**config.mk**
```make
export PLATFORM = sky130hd
export DESIGN_NAME = fault_sup
export DESIGN_NICKNAME = d
export VERILOG_FILES = /design/src/rtl/fault_sup_pkg.sv /design/src/rtl/fault_sup.sv
export SDC_FILE = /design/constraint.sdc
export NUM_CORES = 1
export LEC_CHECK = 0
export BUFFER_PORTS_ARGS = -buffer_cell sky130_fd_sc_hd__buf_2
export CAP_MARGIN = 20
export CORE_MARGIN = 3
export CORE_UTILIZATION = 40
export DETAILED_ROUTE_END_ITERATION = 8
export PLACE_DENSITY = 0.7
export SLEW_MARGIN = 10
export SYNTH_ARGS = -nofsm -noshare
export SYNTH_HDL_FRONTEND = slang
export SYNTH_SLANG_ARGS = --single-unit
```
**constraint.sdc**
```tcl
create_clock -name clk -period 2.35 [get_ports clk]
set_clock_uncertainty 0.05 [all_clocks]
set_input_delay 0.3525 -clock clk [delete_from_list [all_inputs] [get_ports clk]]
set_output_delay 0.3525 -clock clk [all_outputs]
set_load 0.005 [all_outputs]
```
**src/rtl/fault_sup_pkg.sv**
```systemverilog
// Constants, types and register map of the transfer fault supervisor
// Assumes a single 100 MHz clock and an APB requester outside
package fault_sup_pkg;
  localparam int NUM_MOD = 4;
  localparam int NUM_FLT = 13;
  localparam int FILT_LEN = 4;
  localparam int LOG_DEPTH = 100;
  localparam int CLK_MHZ = 100;
  localparam int FLASH_MS = 250;
  localparam int FLASH_CYC = FLASH_MS * 1000 * CLK_MHZ;
  localparam int XFER_TRIES = 3;
  localparam logic [1:0] NO_BOARD_TYPE = 2'h0;
  localparam logic [1:0] ALARM_BOARD_TYPE = 2'h1;
  localparam logic [1:0] STANDARD_IO_BOARD_TYPE = 2'h2;
  localparam logic [1:0] HIGH_POWER_IO_BOARD_TYPE = 2'h3;
  // Flag positions
  localparam int F_FTA_STBY = 0;
  localparam int F_FTA_PREF = 1;
  localparam int F_SYNC = 2;
  localparam int F_BATT = 3;
  localparam int F_FTT = 4;
  localparam int F_ROT_N = 5;
  localparam int F_ROT_E = 6;
  localparam int F_COMM = 7;
  localparam int F_AUX = 8;
  localparam int F_AUX_OPEN = 9;
  localparam int F_MOD_CHG = 10;
  localparam int F_MOD_CONF = 11;
  localparam int F_EXT = 12;
  localparam logic [NUM_FLT-1:0] WARN_MASK = 13'h001f;
  localparam logic [NUM_FLT-1:0] SELF_MASK = 13'h10e0;
  localparam logic [NUM_FLT-1:0] MAN_MASK = 13'h0f00;
  // Register byte addresses
  localparam logic [7:0] A_STATUS = 8'h00;
  localparam logic [7:0] A_CTRL = 8'h04;
  localparam logic [7:0] A_CMD = 8'h08;
  localparam logic [7:0] A_MODTYPE = 8'h0c;
  localparam logic [7:0] A_LOGCNT = 8'h10;
  localparam logic [7:0] A_LOGDATA = 8'h14;
  localparam logic [7:0] A_MODINFO = 8'h18;
  localparam logic [31:0] CTRL_RST = 32'h0000_0000;
  // Command bits in A_CMD
  localparam int C_FAULT_RST = 0;
  localparam int C_NEW_MOD_ACK = 1;
  localparam int C_SAVE = 2;
  localparam int C_BACK = 3;
  localparam int C_HIST_RST = 4;
  // Control fields in A_CTRL
  localparam int K_UNINST_YES = 0;
  localparam int K_DATA_YES = 1;
  localparam int K_MOD_SEL = 2;
  localparam int K_DATA_SEL = 4;
  typedef enum logic [1:0] {ENG_RUN, ENG_COOL, ENG_OFF} eng_e;
endpackage

```
**src/rtl/fault_sup.sv**
```systemverilog
// Transfer fault supervisor: fault flags, alert, engine stop, module table, event log
// Assumes synchronous inputs, APB requester, external timers that flag expiry
//
// The placing of the registers and the APB register port were left to the implementer.
`timescale 1ns/1ps
module fault_sup (
  input wire logic clk,
  input wire logic rst,
  input wire logic psel,
  input wire logic penable,
  input wire logic pwrite,
  input wire logic [7:0] paddr,
  input wire logic [31:0] pwdata,
  output logic [31:0] prdata,
  output logic pready,
  output logic pslverr,
  input wire logic pos_pref_sw,
  input wire logic pos_stby_sw,
  input wire logic xfer_cmd,
  input wire logic xfer_done_tmo,
  input wire logic src_avail_chg,
  input wire logic acq_stby_tmo,
  input wire logic acq_pref_tmo,
  input wire logic in_phase_monitor,
  input wire logic sync_tmo,
  input wire logic backup_battery_module_low,
  input wire logic rot_err_n,
  input wire logic rot_err_e,
  input wire logic [3:0] mod_present,
  input wire logic [3:0] mod_comm_ok,
  input wire logic [7:0] mod_type_in,
  input wire logic ext_fault_in,
  input wire logic cooldown_done,
  input wire logic [7:0] event_code,
  input wire logic event_valid,
  output logic alert_led,
  output logic [12:0] fault_out,
  output logic common_fault,
  output logic [3:0] fault_msg,
  output logic halt_xfer,
  output logic modes_off,
  output logic cooldown_start,
  output logic engine_start,
  output logic xfer_retry,
  output logic check_mod_setup,
  output logic [3:0] data_reset_go
);
  localparam int NM = fault_sup_pkg::NUM_MOD;
  localparam int NF = fault_sup_pkg::NUM_FLT;
  logic [NF-1:0] flag_r;
  logic [31:0] ctrl_r;
  logic [NM-1:0] inst_r;
  logic [1:0] mtype_r [NM];
  logic [2:0] pos_filt_pref_r, pos_filt_stby_r;
  logic [NM-1:0] pres_f_r;
  logic [1:0] tries_r;
  logic pos_pref_q_r, pos_stby_q_r, xfer_pend_r;
  logic [7:0] log_mem_r [fault_sup_pkg::LOG_DEPTH];
  logic [6:0] log_wp_r, log_cnt_r, log_rd_r;
  logic [31:0] flash_cnt_r;
  fault_sup_pkg::eng_e eng_r;
  logic wr_acc, rd_acc, cmd_rst, cmd_ack, cmd_save, cmd_back, cmd_hist;
  logic pref_ok, stby_ok, lost_any, new_any;
  logic pos_valid_r, pos_valid_d_r, pref_prev_r, stby_prev_r, pref_steady, stby_steady, pos_moved;

  // ------------------------------------------------------------
  // APB decode
  // ------------------------------------------------------------
  assign wr_acc = psel & penable & pwrite & ~pready;
  assign rd_acc = psel & penable & ~pwrite & ~pready;
  assign cmd_rst = wr_acc && paddr == fault_sup_pkg::A_CMD && pwdata[fault_sup_pkg::C_FAULT_RST];
  assign cmd_ack = wr_acc && paddr == fault_sup_pkg::A_CMD
                   && pwdata[fault_sup_pkg::C_NEW_MOD_ACK];
  assign cmd_save = wr_acc && paddr == fault_sup_pkg::A_CMD && pwdata[fault_sup_pkg::C_SAVE];
  assign cmd_back = wr_acc && paddr == fault_sup_pkg::A_CMD && pwdata[fault_sup_pkg::C_BACK];
  assign cmd_hist = wr_acc && paddr == fault_sup_pkg::A_CMD && pwdata[fault_sup_pkg::C_HIST_RST];

  always_ff @(posedge clk) begin
    if (rst) begin
      pready <= 1'b0;
      pslverr <= 1'b0;
      prdata <= 32'h0000_0000;
    end else begin
      pready <= psel & penable & ~pready;
      pslverr <= 1'b0;
      if (psel & penable & ~pready) begin
        if (paddr > fault_sup_pkg::A_MODINFO || paddr[1:0] != 2'h0) begin
          pslverr <= 1'b1;
        end
      end
      if (rd_acc) begin
        unique case (paddr)
          fault_sup_pkg::A_STATUS: prdata <= {19'h0, flag_r};
          fault_sup_pkg::A_CTRL: prdata <= ctrl_r;
          fault_sup_pkg::A_MODTYPE: prdata <= {24'h0, mtype_r[3], mtype_r[2], mtype_r[1],
                                               mtype_r[0]};
          fault_sup_pkg::A_LOGCNT: prdata <= {25'h0, log_cnt_r};
          fault_sup_pkg::A_LOGDATA: prdata <= {24'h0, log_mem_r[log_rd_r]};
          fault_sup_pkg::A_MODINFO: prdata <= {28'h0, inst_r};
          default: prdata <= 32'h0000_0000;
        endcase
      end
    end
  end

  always_ff @(posedge clk) begin
    if (rst) begin
      ctrl_r <= fault_sup_pkg::CTRL_RST;
      log_rd_r <= 7'h00;
    end else if (wr_acc && paddr == fault_sup_pkg::A_CTRL) begin
      ctrl_r <= pwdata;
    end else if (wr_acc && paddr == fault_sup_pkg::A_LOGCNT) begin
      log_rd_r <= pwdata[6:0];
    end
  end

  // ------------------------------------------------------------
  // Input filters
  // ------------------------------------------------------------
  always_ff @(posedge clk) begin
    if (rst) begin
      pos_filt_pref_r <= 3'h0;
      pos_filt_stby_r <= 3'h0;
      pos_pref_q_r <= 1'b0;
      pos_stby_q_r <= 1'b0;
      pos_valid_r <= 1'b0;
      pos_valid_d_r <= 1'b0;
      pref_prev_r <= 1'b0;
      stby_prev_r <= 1'b0;
    end else begin
      pos_filt_pref_r <= {pos_filt_pref_r[1:0], pos_pref_sw};
      pos_filt_stby_r <= {pos_filt_stby_r[1:0], pos_stby_sw};
      pref_prev_r <= pos_pref_q_r;
      stby_prev_r <= pos_stby_q_r;
      pos_valid_d_r <= pos_valid_r;
      // No position fault until both filters have settled once after reset
      if (pref_steady && stby_steady) pos_valid_r <= 1'b1;
      if (pos_filt_pref_r == 3'h7 && pos_pref_sw) pos_pref_q_r <= 1'b1;
      else if (pos_filt_pref_r == 3'h0 && !pos_pref_sw) pos_pref_q_r <= 1'b0;
      if (pos_filt_stby_r == 3'h7 && pos_stby_sw) pos_stby_q_r <= 1'b1;
      else if (pos_filt_stby_r == 3'h0 && !pos_stby_sw) pos_stby_q_r <= 1'b0;
    end
  end
  assign pref_ok = pos_pref_q_r;
  assign stby_ok = pos_stby_q_r;
  assign pref_steady = (pos_filt_pref_r == 3'h7 && pos_pref_sw)
                       || (pos_filt_pref_r == 3'h0 && !pos_pref_sw);
  assign stby_steady = (pos_filt_stby_r == 3'h7 && pos_stby_sw)
                       || (pos_filt_stby_r == 3'h0 && !pos_stby_sw);
  // Filtered contactor arrived at a new single position
  assign pos_moved = pos_valid_d_r && (pref_ok ^ stby_ok)
                     && (pref_ok != pref_prev_r || stby_ok != stby_prev_r);

  genvar gi;
  generate
    for (gi = 0; gi < NM; gi++) begin : g_mod
      logic [2:0] sh_r;
      always_ff @(posedge clk) begin
        if (rst) begin
          sh_r <= 3'h0;
          pres_f_r[gi] <= 1'b0;
        end else begin
          sh_r <= {sh_r[1:0], mod_present[gi]};
          if (sh_r == 3'h7 && mod_present[gi]) pres_f_r[gi] <= 1'b1;
          else if (sh_r == 3'h0 && !mod_present[gi]) pres_f_r[gi] <= 1'b0;
        end
      end
      always_ff @(posedge clk) begin
        if (rst) begin
          inst_r[gi] <= 1'b0;
          mtype_r[gi] <= fault_sup_pkg::NO_BOARD_TYPE;
        end else if (cmd_ack && pres_f_r[gi] && !inst_r[gi]) begin
          inst_r[gi] <= 1'b1;
          mtype_r[gi] <= mod_type_in[2*gi +: 2];
        end else if (cmd_save && ctrl_r[fault_sup_pkg::K_UNINST_YES]
                     && ctrl_r[fault_sup_pkg::K_MOD_SEL +: 2] == 2'(gi)
                     && inst_r[gi] && !pres_f_r[gi]) begin
          inst_r[gi] <= 1'b0;
          mtype_r[gi] <= fault_sup_pkg::NO_BOARD_TYPE;
        end
      end
    end
  endgenerate
  assign lost_any = |(inst_r & ~pres_f_r);
  assign new_any = |(~inst_r & pres_f_r);

  // ------------------------------------------------------------
  // Fault flags
  // ------------------------------------------------------------
  logic [NF-1:0] set_v, clr_v, conf_v;
  always_comb begin
    set_v = '0;
    clr_v = '0;
    conf_v = '0;
    for (int i = 0; i < NM; i++) begin
      if (inst_r[i] && pres_f_r[i] && mtype_r[i] != mod_type_in[2*i +: 2])
        conf_v[fault_sup_pkg::F_MOD_CONF] = 1'b1;
    end
    set_v[fault_sup_pkg::F_FTA_STBY] = acq_stby_tmo;
    set_v[fault_sup_pkg::F_FTA_PREF] = acq_pref_tmo;
    set_v[fault_sup_pkg::F_SYNC] = sync_tmo & ~in_phase_monitor;
    set_v[fault_sup_pkg::F_BATT] = backup_battery_module_low;
    set_v[fault_sup_pkg::F_FTT] = xfer_pend_r && xfer_done_tmo
      && tries_r == 2'(fault_sup_pkg::XFER_TRIES - 1);
    set_v[fault_sup_pkg::F_ROT_N] = rot_err_n;
    set_v[fault_sup_pkg::F_ROT_E] = rot_err_e;
    set_v[fault_sup_pkg::F_COMM] = |(inst_r & pres_f_r & ~mod_comm_ok);
    set_v[fault_sup_pkg::F_AUX] = (pos_valid_r & pref_ok & stby_ok)
      | (!xfer_pend_r && pos_moved);
    set_v[fault_sup_pkg::F_AUX_OPEN] = pos_valid_r & ~pref_ok & ~stby_ok & ~xfer_pend_r;
    set_v[fault_sup_pkg::F_MOD_CHG] = lost_any | new_any;
    set_v[fault_sup_pkg::F_MOD_CONF] = conf_v[fault_sup_pkg::F_MOD_CONF];
    set_v[fault_sup_pkg::F_EXT] = ext_fault_in;
    if (src_avail_chg || xfer_cmd) clr_v = clr_v | fault_sup_pkg::WARN_MASK;
    if (in_phase_monitor) clr_v[fault_sup_pkg::F_SYNC] = 1'b1;
    clr_v = clr_v | (fault_sup_pkg::SELF_MASK & ~set_v);
    if (cmd_rst) begin
      clr_v = clr_v | fault_sup_pkg::WARN_MASK | fault_sup_pkg::MAN_MASK;
      if (lost_any) clr_v[fault_sup_pkg::F_MOD_CHG] = 1'b0;
    end
  end

  always_ff @(posedge clk) begin
    if (rst) flag_r <= '0;
    else flag_r <= (flag_r & ~clr_v) | set_v;
  end

  always_ff @(posedge clk) begin
    if (rst) check_mod_setup <= 1'b0;
    else if (cmd_rst && lost_any) check_mod_setup <= 1'b1;
    else if (!lost_any) check_mod_setup <= 1'b0;
  end

  // ------------------------------------------------------------
  // Transfer retry
  // ------------------------------------------------------------
  always_ff @(posedge clk) begin
    if (rst) begin
      tries_r <= 2'h0;
      xfer_pend_r <= 1'b0;
      xfer_retry <= 1'b0;
    end else begin
      xfer_retry <= 1'b0;
      if (xfer_cmd) begin
        xfer_pend_r <= 1'b1;
        tries_r <= 2'h0;
      end else if (xfer_pend_r && xfer_done_tmo) begin
        if (tries_r == 2'(fault_sup_pkg::XFER_TRIES - 1)) begin
          xfer_pend_r <= 1'b0;
        end else begin
          tries_r <= tries_r + 2'h1;
          xfer_retry <= 1'b1;
        end
      end else if (pos_moved) begin
        xfer_pend_r <= 1'b0;
      end
    end
  end

  // ------------------------------------------------------------
  // Outputs, alert, engine
  // ------------------------------------------------------------
  logic [3:0] msg_v;
  always_comb begin
    msg_v = 4'hf;
    for (int i = NF - 1; i >= 0; i--) if (flag_r[i]) msg_v = 4'(i);
  end

  always_ff @(posedge clk) begin
    if (rst) begin
      flash_cnt_r <= 32'h0;
      alert_led <= 1'b0;
      fault_out <= '0;
      common_fault <= 1'b0;
      fault_msg <= 4'hf;
      halt_xfer <= 1'b0;
      modes_off <= 1'b0;
    end else begin
      // Counter rests at zero while idle so the indicator lights at once
      if (flag_r == '0) flash_cnt_r <= 32'h0;
      else flash_cnt_r <= (flash_cnt_r == 32'(fault_sup_pkg::FLASH_CYC - 1)) ? 32'h0
                          : flash_cnt_r + 32'h1;
      if (flag_r == '0) alert_led <= 1'b0;
      else if (flash_cnt_r == 32'h0) alert_led <= ~alert_led;
      fault_out <= flag_r;
      common_fault <= |flag_r;
      fault_msg <= msg_v;
      halt_xfer <= |(flag_r & fault_sup_pkg::MAN_MASK);
      modes_off <= |(flag_r & (fault_sup_pkg::MAN_MASK | fault_sup_pkg::SELF_MASK));
    end
  end

  always_ff @(posedge clk) begin
    if (rst) begin
      eng_r <= fault_sup_pkg::ENG_RUN;
      engine_start <= 1'b1;
      cooldown_start <= 1'b0;
    end else begin
      cooldown_start <= 1'b0;
      unique case (eng_r)
        fault_sup_pkg::ENG_RUN: begin
          engine_start <= 1'b1;
          if (modes_off && pref_ok) begin
            eng_r <= fault_sup_pkg::ENG_COOL;
            cooldown_start <= 1'b1;
          end
        end
        fault_sup_pkg::ENG_COOL: if (cooldown_done) begin
          eng_r <= fault_sup_pkg::ENG_OFF;
          engine_start <= 1'b0;
        end
        fault_sup_pkg::ENG_OFF: if (!modes_off) eng_r <= fault_sup_pkg::ENG_RUN;
        default: eng_r <= fault_sup_pkg::ENG_RUN;
      endcase
    end
  end

  // ------------------------------------------------------------
  // Data reset and event log
  // ------------------------------------------------------------
  always_ff @(posedge clk) begin
    if (rst) data_reset_go <= 4'h0;
    else if (cmd_save && !cmd_back && ctrl_r[fault_sup_pkg::K_DATA_YES])
      data_reset_go <= 4'h1 << ctrl_r[fault_sup_pkg::K_DATA_SEL +: 2];
    else data_reset_go <= 4'h0;
  end

  always_ff @(posedge clk) begin
    if (rst || cmd_hist) begin
      log_wp_r <= 7'h00;
      log_cnt_r <= 7'h00;
    end else if (event_valid) begin
      log_mem_r[log_wp_r] <= event_code;
      log_wp_r <= (log_wp_r == 7'(fault_sup_pkg::LOG_DEPTH - 1)) ? 7'h00 : log_wp_r + 7'h1;
      if (log_cnt_r != 7'(fault_sup_pkg::LOG_DEPTH)) log_cnt_r <= log_cnt_r + 7'h1;
    end
  end

  // ------------------------------------------------------------
  // Checks
  // ------------------------------------------------------------
  a_common_or: assert property (@(posedge clk) disable iff (rst)
    common_fault == |$past(flag_r)) else $error("common fault not OR of flags");
  a_ext_follow: assert property (@(posedge clk) disable iff (rst)
    ext_fault_in |=> flag_r[fault_sup_pkg::F_EXT]) else $error("external fault missed");
  a_sync_clear: assert property (@(posedge clk) disable iff (rst)
    in_phase_monitor && !sync_tmo |=> !flag_r[fault_sup_pkg::F_SYNC])
    else $error("sync warning stuck");
  a_halt_man: assert property (@(posedge clk) disable iff (rst)
    flag_r[fault_sup_pkg::F_AUX_OPEN] |=> halt_xfer) else $error("no halt on manual fault");
  a_lost_persist: assert property (@(posedge clk) disable iff (rst)
    lost_any && flag_r[fault_sup_pkg::F_MOD_CHG] |=> flag_r[fault_sup_pkg::F_MOD_CHG])
    else $error("lost module fault cleared");
  a_rot_self: assert property (@(posedge clk) disable iff (rst)
    !rot_err_n |=> !flag_r[fault_sup_pkg::F_ROT_N]) else $error("rotation fault stuck");
  a_batt_warn: assert property (@(posedge clk) disable iff (rst)
    backup_battery_module_low |=> flag_r[fault_sup_pkg::F_BATT]) else $error("battery missed");
  a_data_back: assert property (@(posedge clk) disable iff (rst)
    cmd_back |=> data_reset_go == 4'h0) else $error("back changed data");
  c_ftt: cover property (@(posedge clk) flag_r[fault_sup_pkg::F_FTT]);
  c_cool: cover property (@(posedge clk) eng_r == fault_sup_pkg::ENG_COOL ##1 !engine_start);
  c_ack: cover property (@(posedge clk) cmd_ack ##1 |inst_r);
endmodule

```
; ---- Word-level counts from Yosys, hierarchy flattened
; Memory sizes are Yosys's and may differ from the RTL's. A register that Yosys moved wholly into a read port is not among the register bits.
; Cells that the tools add are included.
[totals]
out_inout_bits = 63
in_bits = 84
ff_bits = 198
mem_count = 2
ram_bits = 808
[mem_list]
columns = memory, words, width, rd, rd_clocked_by_memory_dff, write_ports, line_no
row1 = log_mem_r, 100, 8, 1, 1, 1, fault_sup.sv:58  ; logic [7:0] log_mem_r [fault_sup_pkg::LOG_DEPTH];
row2 = mtype_r, 4, 2, 4, 0, 4, fault_sup.sv:53  ; logic [1:0] mtype_r [NM];
[op_classes]
muxes = 101
n_bitwise = 48
shift = 1
n_lt_le_gt_ge = 1
n_reduce_logical = 124
n_addsub = 4
eq_ne = 32
[ops]
columns = operator, n
row1 = 32-bit case mux with 6 select lines, 1
row2 = 1-bit two-way mux, 69
row3 = 1-bit logical AND, 59
row4 = 4-bit two-way mux, 12
row5 = "32-bit by 1-bit adder with 32-bit output, second input constant", 1
row6 = "32-bit by 25-bit equality test with 1-bit output, second input constant", 1
row7 = 32-bit logical NOT, 1
row8 = 13-bit inverter, 2
row9 = "8-bit by 5-bit equality test with 1-bit output, second input constant", 3
row10 = 2-bit two-way mux, 12
row11 = 2-bit nonzero test, 12
row12 = 7-bit two-way mux, 3
row13 = "3-bit equality test, second input constant", 6
row14 = 3-bit logical NOT, 6
row15 = 4-bit bitwise AND, 4
row16 = "8-bit by 4-bit equality test with 1-bit output, second input constant", 2
row17 = 1-bit logical NOT, 16
row18 = 4-bit OR reduction, 4
row19 = "7-bit by 1-bit adder with 7-bit output, second input constant", 2
row20 = 13-bit bitwise AND, 1
row21 = 13-bit logical NOT, 1
row22 = 1-bit inverter, 13
row23 = 13-bit bitwise OR, 1
row24 = 5-bit by 13-bit bitwise OR with 13-bit output, 1
row25 = 31 further kinds, 78

; ---- Longest topological paths before layout
; Gate-level depths: netlist of run 1.
[depth]
depth_word = 14
mapped_depth = 12
ltp_nobuf = 7

; ---- Least setup slack after synthesis of run 1
; No wires, ideal clock.
[synth_path]
path_type = input -> register
from = in paddr[0]
to = mem log_mem_r[21][0] (enable)
path_stages = 8
n_path_buf = 1
arrival_ns = 2.072
slack_ns = -0.057
cell_sequence = or4_4 nor4_2 and3_1 a21o_1 nor2_1 nand4_1 clkbuf_1 nor2_1
[synth_via]
elab_chain_cells = 6
[synth_rtl]
columns = element, line_no
row1 = start: declaration, fault_sup.sv:12  ; input wire logic [7:0] paddr,
row2 = 8-bit by 4-bit equality test with 1-bit output, fault_sup.sv:76  ; assign cmd_hist = wr_acc && paddr == fault_sup_pkg::A_CMD && pwdata[fault_sup_pkg::C_HIST_RST];
row3 = 1-bit logical AND (2 in series), fault_sup.sv:76
row4 = 1-bit logical OR, fault_sup.sv:329  ; if (rst || cmd_hist) begin
row5 = 1-bit two-way mux, fault_sup.sv:329
row6 = 1-bit two-way mux (not written as such), fault_sup.sv:333  ; log_mem_r[log_wp_r] <= event_code;
row7 = end: declaration, fault_sup.sv:58
; No other way between the ends.

==> results of run 1 <==
synth_stat cells, types with 22 or more instances:
library cell / n / area, µm²
edfxtp_1: 808 / 24300
nor2_1: 234 / 878
dfxtp_1: 205 / 4100
mux4_2: 154 / 3470
nand2_1: 143 / 537
a21oi_1: 83 / 415
mux2i_1: 77 / 771
nor2b_1: 58 / 363
clkbuf_1: 50 / 188
a22oi_1: 43 / 323
nand3_1: 42 / 210
mux4_1: 32 / 841
buf_2: 28 / 140
inv_1: 28 / 105
xor2_1: 28 / 245
o21ai_0: 24 / 120
o22ai_1: 23 / 144
and3_1: 22 / 138
xnor2_1: 22 / 193
tightest hold or removal path: stages:
cell	delay, ns
buf_4	0.14
buf_4	0.15
o31ai_1	0.07
metrics by stage:
step            util  hold WS (ns)  cell area, µm²
2_1_floorplan      -         0.379           39800
3_3_place_gp   0.444         0.392           43800
6_report       0.502        0.0591           49500
5_1_grt        0.502        0.0283           49500
3_5_place_dp   0.444         0.398           43800
4_1_cts        0.498       0.00826           49100
report_power, final:
part / internal (mW) / total, mW / switching [mW] / leakage [nW]
sequential: 19.4 / 19.5 / 0.0762 / 8.94
combinational: 0.370 / 1.01 / 0.643 / 5.49
clock: 9.69 / 16.3 / 6.66 / 1.66
total: 29.5 / 36.9 / 7.38 / 16.1
kinds of logic (layout without fill, tap and decap cells):
kind of cell | count (synthesis) | after routing | synth area share
and+or+nand+nor | 612 | 612 | 0.0730
AOI/OAI and AO/OA | 286 | 286 | 0.0485
other | 0 | 1 | 0
adders and majority gates | 6 | 6 | 0.00189
muxes | 274 | 274 | 0.131
DFF | 1013 | 1013 | 0.712
buffers and inverters | 157 | 701 | 0.0226
xor gates and xnor gates | 50 | 50 | 0.0110
registers in the layout, indices dropped and copies added (netlist names), 2 cells and up, named ones only:
register         count
log_cnt_r            7
pos_filt_pref_r      3
fault_msg            4
log_rd_r             7
pos_filt_stby_r      3
inst_r               4
tries_r              2
log_wp_r             7
g_mod.sh_r          12
fault_out           13
eng_r                2
mtype_r              8
flash_cnt_r         32
flag_r              13
ctrl_r              32
prdata              32
log_mem_r          800
data_reset_go        4
pres_f_r             4
worst min-delay path by stage:
stage                       startpoint                      end  slack, ns  cells after the start
2_1_floorplan         in_phase_monitor     flag_r[2]$_SDFF_PP0_       0.38                      1
3_3_place_gp   ctrl_r[30]$_SDFFE_PP0P_  ctrl_r[30]$_SDFFE_PP0P_       0.39                      2
3_5_place_dp   ctrl_r[11]$_SDFFE_PP0P_  ctrl_r[11]$_SDFFE_PP0P_       0.40                      2
4_1_cts                            rst   inst_r[0]$_SDFFE_PP0P_      0.008                      3
5_1_grt                            rst   inst_r[0]$_SDFFE_PP0P_       0.03                      3
6_report                           rst   inst_r[0]$_SDFFE_PP0P_       0.06                      3
cell type report:
cell class,count,area (µm²)
flip-flops and latches,1013,28400
multi-input cells,1228,11700
fillers,7726,49100
well taps,1287,1610
clock buffers,128,2750
clock inverters,54,619
inverters,28,105
repair buffers,491,4280
diodes,1,2.50
layer usage:
layer,part of all wire,wire (µm),vias to the layer above
li1,-,-,10300
met1,0.40,41800,12200
met2,0.48,50900,1267
met3,0.092,9680,177
met4,0.028,2900,4
met5,0.00025,26,-
repair_timing:
item / CTS / global route
resized for setup: 274 / 91
setup endpoints to repair: 823 / 602
hold endpoints to repair: 72 / 0
hold buffers: 60 / 0
setup buffers: 26 / 6
pin swaps: 40 / 18
gates cloned: 4 / 0
==> metrics.txt, run 1 <==
final wirelength=105 mm; DP Cell Count=3956; final setup margin=-0.241 ns; cts bufs inserted=99; R2R depth=9; die area=103000 µm²; worst endpoint required time=2.82 ns; final worst path period need=2.59 ns; actual slew at the worst max-slew pin=0.820 ns; routed vias/inst=5.66; Slew Viols, Final=0; P&R area growth vs syn=24.2%; Detail Route Antenna Nets=0; GR Util met3=0.0417; Top Family by Delay on Critical Path=compound AO/OA/AOI/OAI gates; Core ar.=98600 µm²; initial antenna violation count=3; Post-Syn Instances=2398; reg2reg end=prdata[0]$_SDFFE_PP0P_; post-synthesis register bit count=1013; Chip Width=322 µm; Hold Path Class=input pin to flip-flop; DR iter-0 viols=2885; drt pass-1 iters=5; maximum VDD drop=0.523 mV; WP depth=9; via count=24000; htree depth=3; Max FO, Critical Path=8; EDFF count, synth=808; status=finished, violations left; Chip Height=322 µm; Residual DRC=0; Post-synth top flop=edfxtp_1; CP max-delay cell=mux4_2; Worst R2R Setup Slack=-0.24 ns; count of final setup violators=17; Total Power=36.9 mW; GRT Resource Usage Total=0.201; final hold vios=0; max-cap violation count=0; largest net degree at the start of global routing=129; crit path DAT=3.06 ns; post-route insts no fill=4230; sequential area share after synthesis=0.712; commonest non-fill, non-tap cell in the layout=edfxtp_1; Setup crit end kind=flip-flop; Ports=147; met1 usage=0.273; GRT met2 Usage=0.327; CTS tree=built; Starting Density=0.404; synthesized area=39800 µm²; most frequent cells in the layout=edfxtp_1 (808), dfxtp_1 (199), buf_4 (199); routability cong.=0.907; CP cell instances=buf_12 -> buf_12 -> buf_8 -> mux4_2 -> a22oi_2 -> a21boi_2 -> o41ai_4 -> buf_4 -> a221oi_2; routed len/inst=24.9 µm; CP Buf/Inv Count=4; Setup crit start kind=flip-flop; Worst-path clk slew=0.06 ns; syn_nets=2488; Synth cell types=79; std cell rows=115; worst setup path end=prdata[0]$_SDFFE_PP0P_; first-pass GRT wire length=157 mm; Crit Path Class=flip-flop to flip-flop; Tcrit/Tclk final=1.10; asr flop ratio synth=0; insertion delay to the later sink of the worst-skew pair=0.67 ns; YS warnings=0; failing checks=setup timing; power per cell area=745 nW/µm²; grt peak-use layer=met2; clock root cell=clkbuf_16; RSZ-0062 raised after global routing=true; hpwl dp=69.1 mm; LEAKAGE=16.1 nW; FMAX=386 MHz; slew margin rel.=0.452; max incr delay on CP=0.56 ns; DP Worst Slack=-0.718 ns; Final TNS setup=-1.41 ns; synthesized area per cell=16.6 µm²; Most Frequent Cell on Critical Path=buf_12; fraction of layout cells with a size suffix above 1=0.321; vias in the first global route=24200; grt total ovfl=0; Max clock buf depth=3; TritonCTS Sinks=1013; nets=2951; number of port buffers=146
Note: power is estimated with default switching activity, not from simulation.
==> run 2: changes to the inputs <==
--- a/config.mk
+++ b/config.mk
@@ -7,10 +7,14 @@
 export LEC_CHECK = 0
 export BUFFER_PORTS_ARGS = -buffer_cell sky130_fd_sc_hd__buf_2
 export CAP_MARGIN = 20
+export CELL_PAD_IN_SITES_DETAIL_PLACEMENT = 0
+export CELL_PAD_IN_SITES_GLOBAL_PLACEMENT = 2
+export CORE_ASPECT_RATIO = 2
 export CORE_MARGIN = 3
 export CORE_UTILIZATION = 40
+export CTS_CLUSTER_SIZE = 28
 export DETAILED_ROUTE_END_ITERATION = 8
-export PLACE_DENSITY = 0.7
+export PLACE_DENSITY = 0.84
 export SLEW_MARGIN = 10
 export SYNTH_ARGS = -nofsm -noshare
 export SYNTH_HDL_FRONTEND = slang
==> metrics.txt, run 2 (synthesis gave the netlist of run 1 again) <==
status=finished, violations left; failing checks=setup timing; Ports=147; final wirelength=114 mm; routability cong.=0.903; Final TNS setup=-1.76 ns; via count=23600; Design Area, Final=49200 µm²; most frequent cells in the layout=edfxtp_1 (808), buf_4 (236), dfxtp_1 (200); max-cap violation count=0; final hold vios=0; area taken by multi-input logic gates=11700 µm²; Setup crit end kind=flip-flop; FMAX=375 MHz; Residual DRC=0; RSZ-0062 raised after global routing=true; first-pass GRT wire length=165 mm; DP Cell Count=3999; initial antenna violation count=0; crit path DAT=3.16 ns; Starting Density=0.403; routed vias/inst=5.55; TritonCTS Sinks=1013; Hold Path Class=input pin to flip-flop; part of the power in combinational logic=0.031; number of port buffers=146; cell internal pwr=27.7 mW; insertion delay to the later sink of the worst-skew pair=0.67 ns; GRT Resource Usage Total=0.216; sw frac=0.202; vias in the first global route=24800; cts bufs inserted=82; sequential share of power=0.561; drt pass-1 iters=7; Slew Viols, Final=0; Clk pwr share=0.409; Worst-path clk slew=0.07 ns; Setup crit start kind=flip-flop; htree depth=3; commonest non-fill, non-tap cell in the layout=edfxtp_1; Max FO, Critical Path=7; filler cell count=8108; maximum VDD drop=0.514 mV; worst endpoint required time=2.84 ns; count of final setup violators=8; ANT cells=0; LEAKAGE=16.0 nW; slew margin rel.=0.404; hpwl dp=79.2 mm; Core ar.=98700 µm²; final worst path period need=2.67 ns; Total Power=34.7 mW; power per cell area=707 nW/µm²; actual slew at the worst max-slew pin=0.892 ns; Biggest register=log_mem_r; Chip Width=229 µm; Reg area=28400 µm²; nets=2956; CTS tree=built; hold_ws=0.0530 ns; routed len/inst=26.7 µm; grt total ovfl=0; Chip Height=452 µm; die area=104000 µm²; P&R area growth vs syn=23.5%; number of flip-flops in the largest register=800; dpl cell area=44000 µm²; Detail Route Antenna Nets=0; post-route insts no fill=4251; largest net degree at the start of global routing=77; Crit Path Class=flip-flop to flip-flop; clock root cell=clkbuf_16; fraction of layout cells with a size suffix above 1=0.316; std cell rows=163; DR iter-0 viols=1939; Max clock buf depth=3; Net Sw Power=7.01 mW; final setup margin=-0.319 ns; Tcrit/Tclk final=1.14
==> run 2: cell types whose count changed in the layout (fill, tap and decap cells not counted), moves of 7 or more <==
cell,delta
nor2_4,+13
clkbuf_16,-16
clkbuf_1,-9
buf_6,-17
clkinv_2,-11
nor2_2,-10
a22oi_1,+8
buf_16,+7
buf_4,+37
a22oi_2,-8
buf_8,-9
==> run 2: layout make-up <==
class,count,area share
clock buffers,98,0.0449
clock inverters,51,0.0111
inverters,28,0.00214
multi-input cells,1228,0.239
flip-flops and latches,1013,0.577
well taps,1320,0.0336
repair buffers,513,0.0925
==> run 2: final timing paths <==
check | from | to | slack (ns) | cells after the start
max | flip-flop | prdata[0]$_SDFFE_PP0P_ | -0.32 | 11
max reg2reg | flip-flop | prdata[0]$_SDFFE_PP0P_ | -0.32 | 11
min reg2reg | ctrl_r[24]$_SDFFE_PP0P_ | ctrl_r[24]$_SDFFE_PP0P_ | 0.40 | 2
min | src_avail_chg | flag_r[1]$_SDFF_PP0_ | 0.05 | 4
==> run 2: per-layer routing <==
layer	track usage	share of wire	up-vias
li1	-	-	10300
met1	0.218	0.32	12000
met2	0.407	0.54	925
met3	0.0276	0.049	333
met4	0.156	0.091	0
met5	0	0	-
==> run 2: power by group through the flow <==
| stage | sequential (mW) | clock, mW | combinational, mW |
|---|---|---|---|
| finish | 19.5 | 14.2 | 1.06 |
| global route | 19.5 | 15.1 | 1.14 |
| CTS | 19.5 | 14.5 | 1.07 |
| detailed placement | 19.9 | 0 | 0.949 |
| global placement | 19.9 | 0 | 0.924 |
| floorplan | 19.9 | 0 | 0.301 |
==> run 2: worst max-delay path, stage by stage (launching register included) <==
cell	delay (ns)
dfxtp_4	0.46
buf_12	0.17
buf_16	0.16
buf_12	0.13
mux4_2	0.51
mux2i_1	0.18
nor2_2	0.09
a211oi_4	0.34
buf_4	0.20
a211oi_2	0.06
nor2_1	0.11
a221oi_1	0.08
==> run 2: repair_timing <==
| item | CTS | global route |
|---|---|---|
| endpoints found under the setup margin | 834 | 844 |
| pin swaps | 11 | 26 |
| hold endpoints to repair | 88 | 0 |
| setup buffers | 22 | 11 |
| gates resized for setup | 286 | 55 |
| hold buffers | 63 | 0 |
| gates cloned | 6 | 3 |
==> run 2: metrics by stage <==
step           utilization  setup slack (ns)
6_report             0.498            -0.319
3_3_place_gp         0.445            -0.776
2_1_floorplan            -           -0.0103
3_5_place_dp         0.445            -0.750
4_1_cts              0.494            -0.278
5_1_grt              0.498            -0.380
==> run 3: changes to the inputs <==
--- a/config.mk
+++ b/config.mk
@@ -9,7 +9,7 @@
 export CAP_MARGIN = 20
 export CELL_PAD_IN_SITES_DETAIL_PLACEMENT = 0
 export CELL_PAD_IN_SITES_GLOBAL_PLACEMENT = 2
-export CORE_ASPECT_RATIO = 2
+export CORE_ASPECT_RATIO = 1.2
 export CORE_MARGIN = 3
 export CORE_UTILIZATION = 40
 export CTS_CLUSTER_SIZE = 28
==> metrics.txt, run 3 (synthesis gave the netlist of run 1 again) <==
CTS tree=built; Chip Width=294 µm; Setup crit start kind=flip-flop; first-pass GRT wire length=158 mm; Hold Path Class=input pin to flip-flop; hold_ws=0.0776 ns; GRT Resource Usage Total=0.205; Most Frequent Cell on Critical Path=buf_12; Residual DRC=0; Chip Height=352 µm; DR iter-0 viols=2391; commonest non-fill, non-tap cell in the layout=edfxtp_1; slew margin rel.=0.305; wire length on met1=42.9 mm; routed vias/inst=5.57; final wirelength=108 mm; vias in the first global route=24100; drt pass-1 iters=5; hpwl dp=71.1 mm; final hold vios=0; nets=2971; Ports=147; TritonCTS Sinks=1013; count of final setup violators=8; via count=23600; grt total ovfl=0; number of port buffers=146; CP cell instances=buf_12 -> buf_16 -> buf_8 -> buf_12 -> nand3b_1 -> o22ai_1 -> a2111oi_4 -> o21ai_1 -> nand3_2 -> o2111ai_2 -> o21a_1; Total Power=35.9 mW; actual slew at the worst max-slew pin=1.04 ns; max-cap violation count=0; insertion delay to the later sink of the worst-skew pair=0.66 ns; wire length on met3=6.94 mm; std cell rows=126; Biggest register=log_mem_r; failing checks=setup timing; routed len/inst=25.4 µm; die area=103000 µm²; P&R area growth vs syn=23.5%; ANT cells=0; DP Worst Slack=-0.884 ns; most frequent cells in the layout=edfxtp_1 (808), buf_4 (242), dfxtp_1 (198); power per cell area=729 nW/µm²; htree depth=3; DP Cell Count=3965; LEAKAGE=16.1 nW; FMAX=394 MHz; initial antenna violation count=2; largest net degree at the start of global routing=106; highest routed layer=met4; cts bufs inserted=93; Slew Viols, Final=0; Max clock buf depth=3; number of flip-flops in the largest register=800; final worst path period need=2.54 ns; clock root cell=clkbuf_16; status=finished, violations left; Crit Path Class=flip-flop to flip-flop; Detail Route Antenna Nets=0; Starting Density=0.404; Setup crit end kind=flip-flop; Max FO, Critical Path=6; CP max-delay cell=a2111oi_4; max incr delay on CP=0.43 ns; Worst-path clk slew=0.06 ns; crit path DAT=3.04 ns; fraction of layout cells with a size suffix above 1=0.324; Core ar.=98500 µm²; maximum VDD drop=0.605 mV; Tcrit/Tclk final=1.08; RSZ-0062 raised after global routing=true; post-route insts no fill=4240; WL met2=54.0 mm; routability cong.=0.870; final setup margin=-0.187 ns; worst endpoint required time=2.85 ns
-- run 3: cell count changes in the layout (fill, tap and decap cells not counted), moves of 6 or more --
cell / delta
a22oi_2: +8
nor2_2: +34
nor2_1: +10
clkbuf_16: +11
buf_4: +6
buf_16: -8
nor2_4: -44
clkinv_2: +9
a22oi_1: -8
clkbuf_1: +7
-- run 3: worst max-delay path, delay by kind of cell (launching register included) --
family,cells,cell delay (ns)
AOI/OAI and AO/OA,5,1.04
buffers and inverters,4,0.52
DFF,1,0.42
and+or+nand+nor,2,0.35
-- run 3: final timing paths --
check,startpoint,endpoint,slack [ns],cells past startpoint
hold / removal,src_avail_chg,flag_r[1]$_SDFF_PP0_,0.08,4
hold reg to reg,engine_start$_SDFFE_PP1P_,engine_start$_SDFFE_PP1P_,0.40,1
setup reg to reg,flip-flop,prdata[5]$_SDFFE_PP0P_,-0.19,11
setup / recovery,flip-flop,prdata[5]$_SDFFE_PP0P_,-0.19,11
-- run 3: where the power goes --
group	internal, mW	total (mW)	switching [mW]
combinational	0.390	1.05	0.659
sequential	19.4	19.5	0.0764
clock	8.67	15.3	6.66
total	28.5	35.9	7.40
-- run 3: repair_timing --
item / 4_1_cts / 5_1_grt
hold endpoints to repair: 74 / 0
resized for setup: 247 / 54
pin swaps: 27 / 25
hold buffers: 61 / 0
gates cloned: 2 / 3
endpoints found under the setup margin: 809 / 817
buffers inserted: 33 / 9
-- run 3: cell type report --
cell class	instances	area (µm²)
fill	7971	49300
sequential	1013	28400
multi-input combinational	1228	11500
timing repair buffer	517	4460
clock buffer	117	2510
tap	1280	1600
clock inverter	57	604
inverter	28	105
-- run 3: routing by layer --
layer	up-vias	GRT usage
met4	0	0.0733
met3	186	0.0283
li1	10400	-
met1	12100	0.268
met5	-	0
met2	979	0.353
-- run 3: per-stage QoR --
| step | TNS (ns) | instance area, µm² | utilization |
|---|---|---|---|
| detailed placement | -322.41 | 43900 | 0.446 |
| CTS | -11.83 | 48900 | 0.496 |
| finish | -1.04 | 49200 | 0.499 |
| global route | -1.92 | 49200 | 0.499 |
| global placement | -284.49 | 43900 | 0.446 |
| floorplan | -1.37 | 39800 | - |
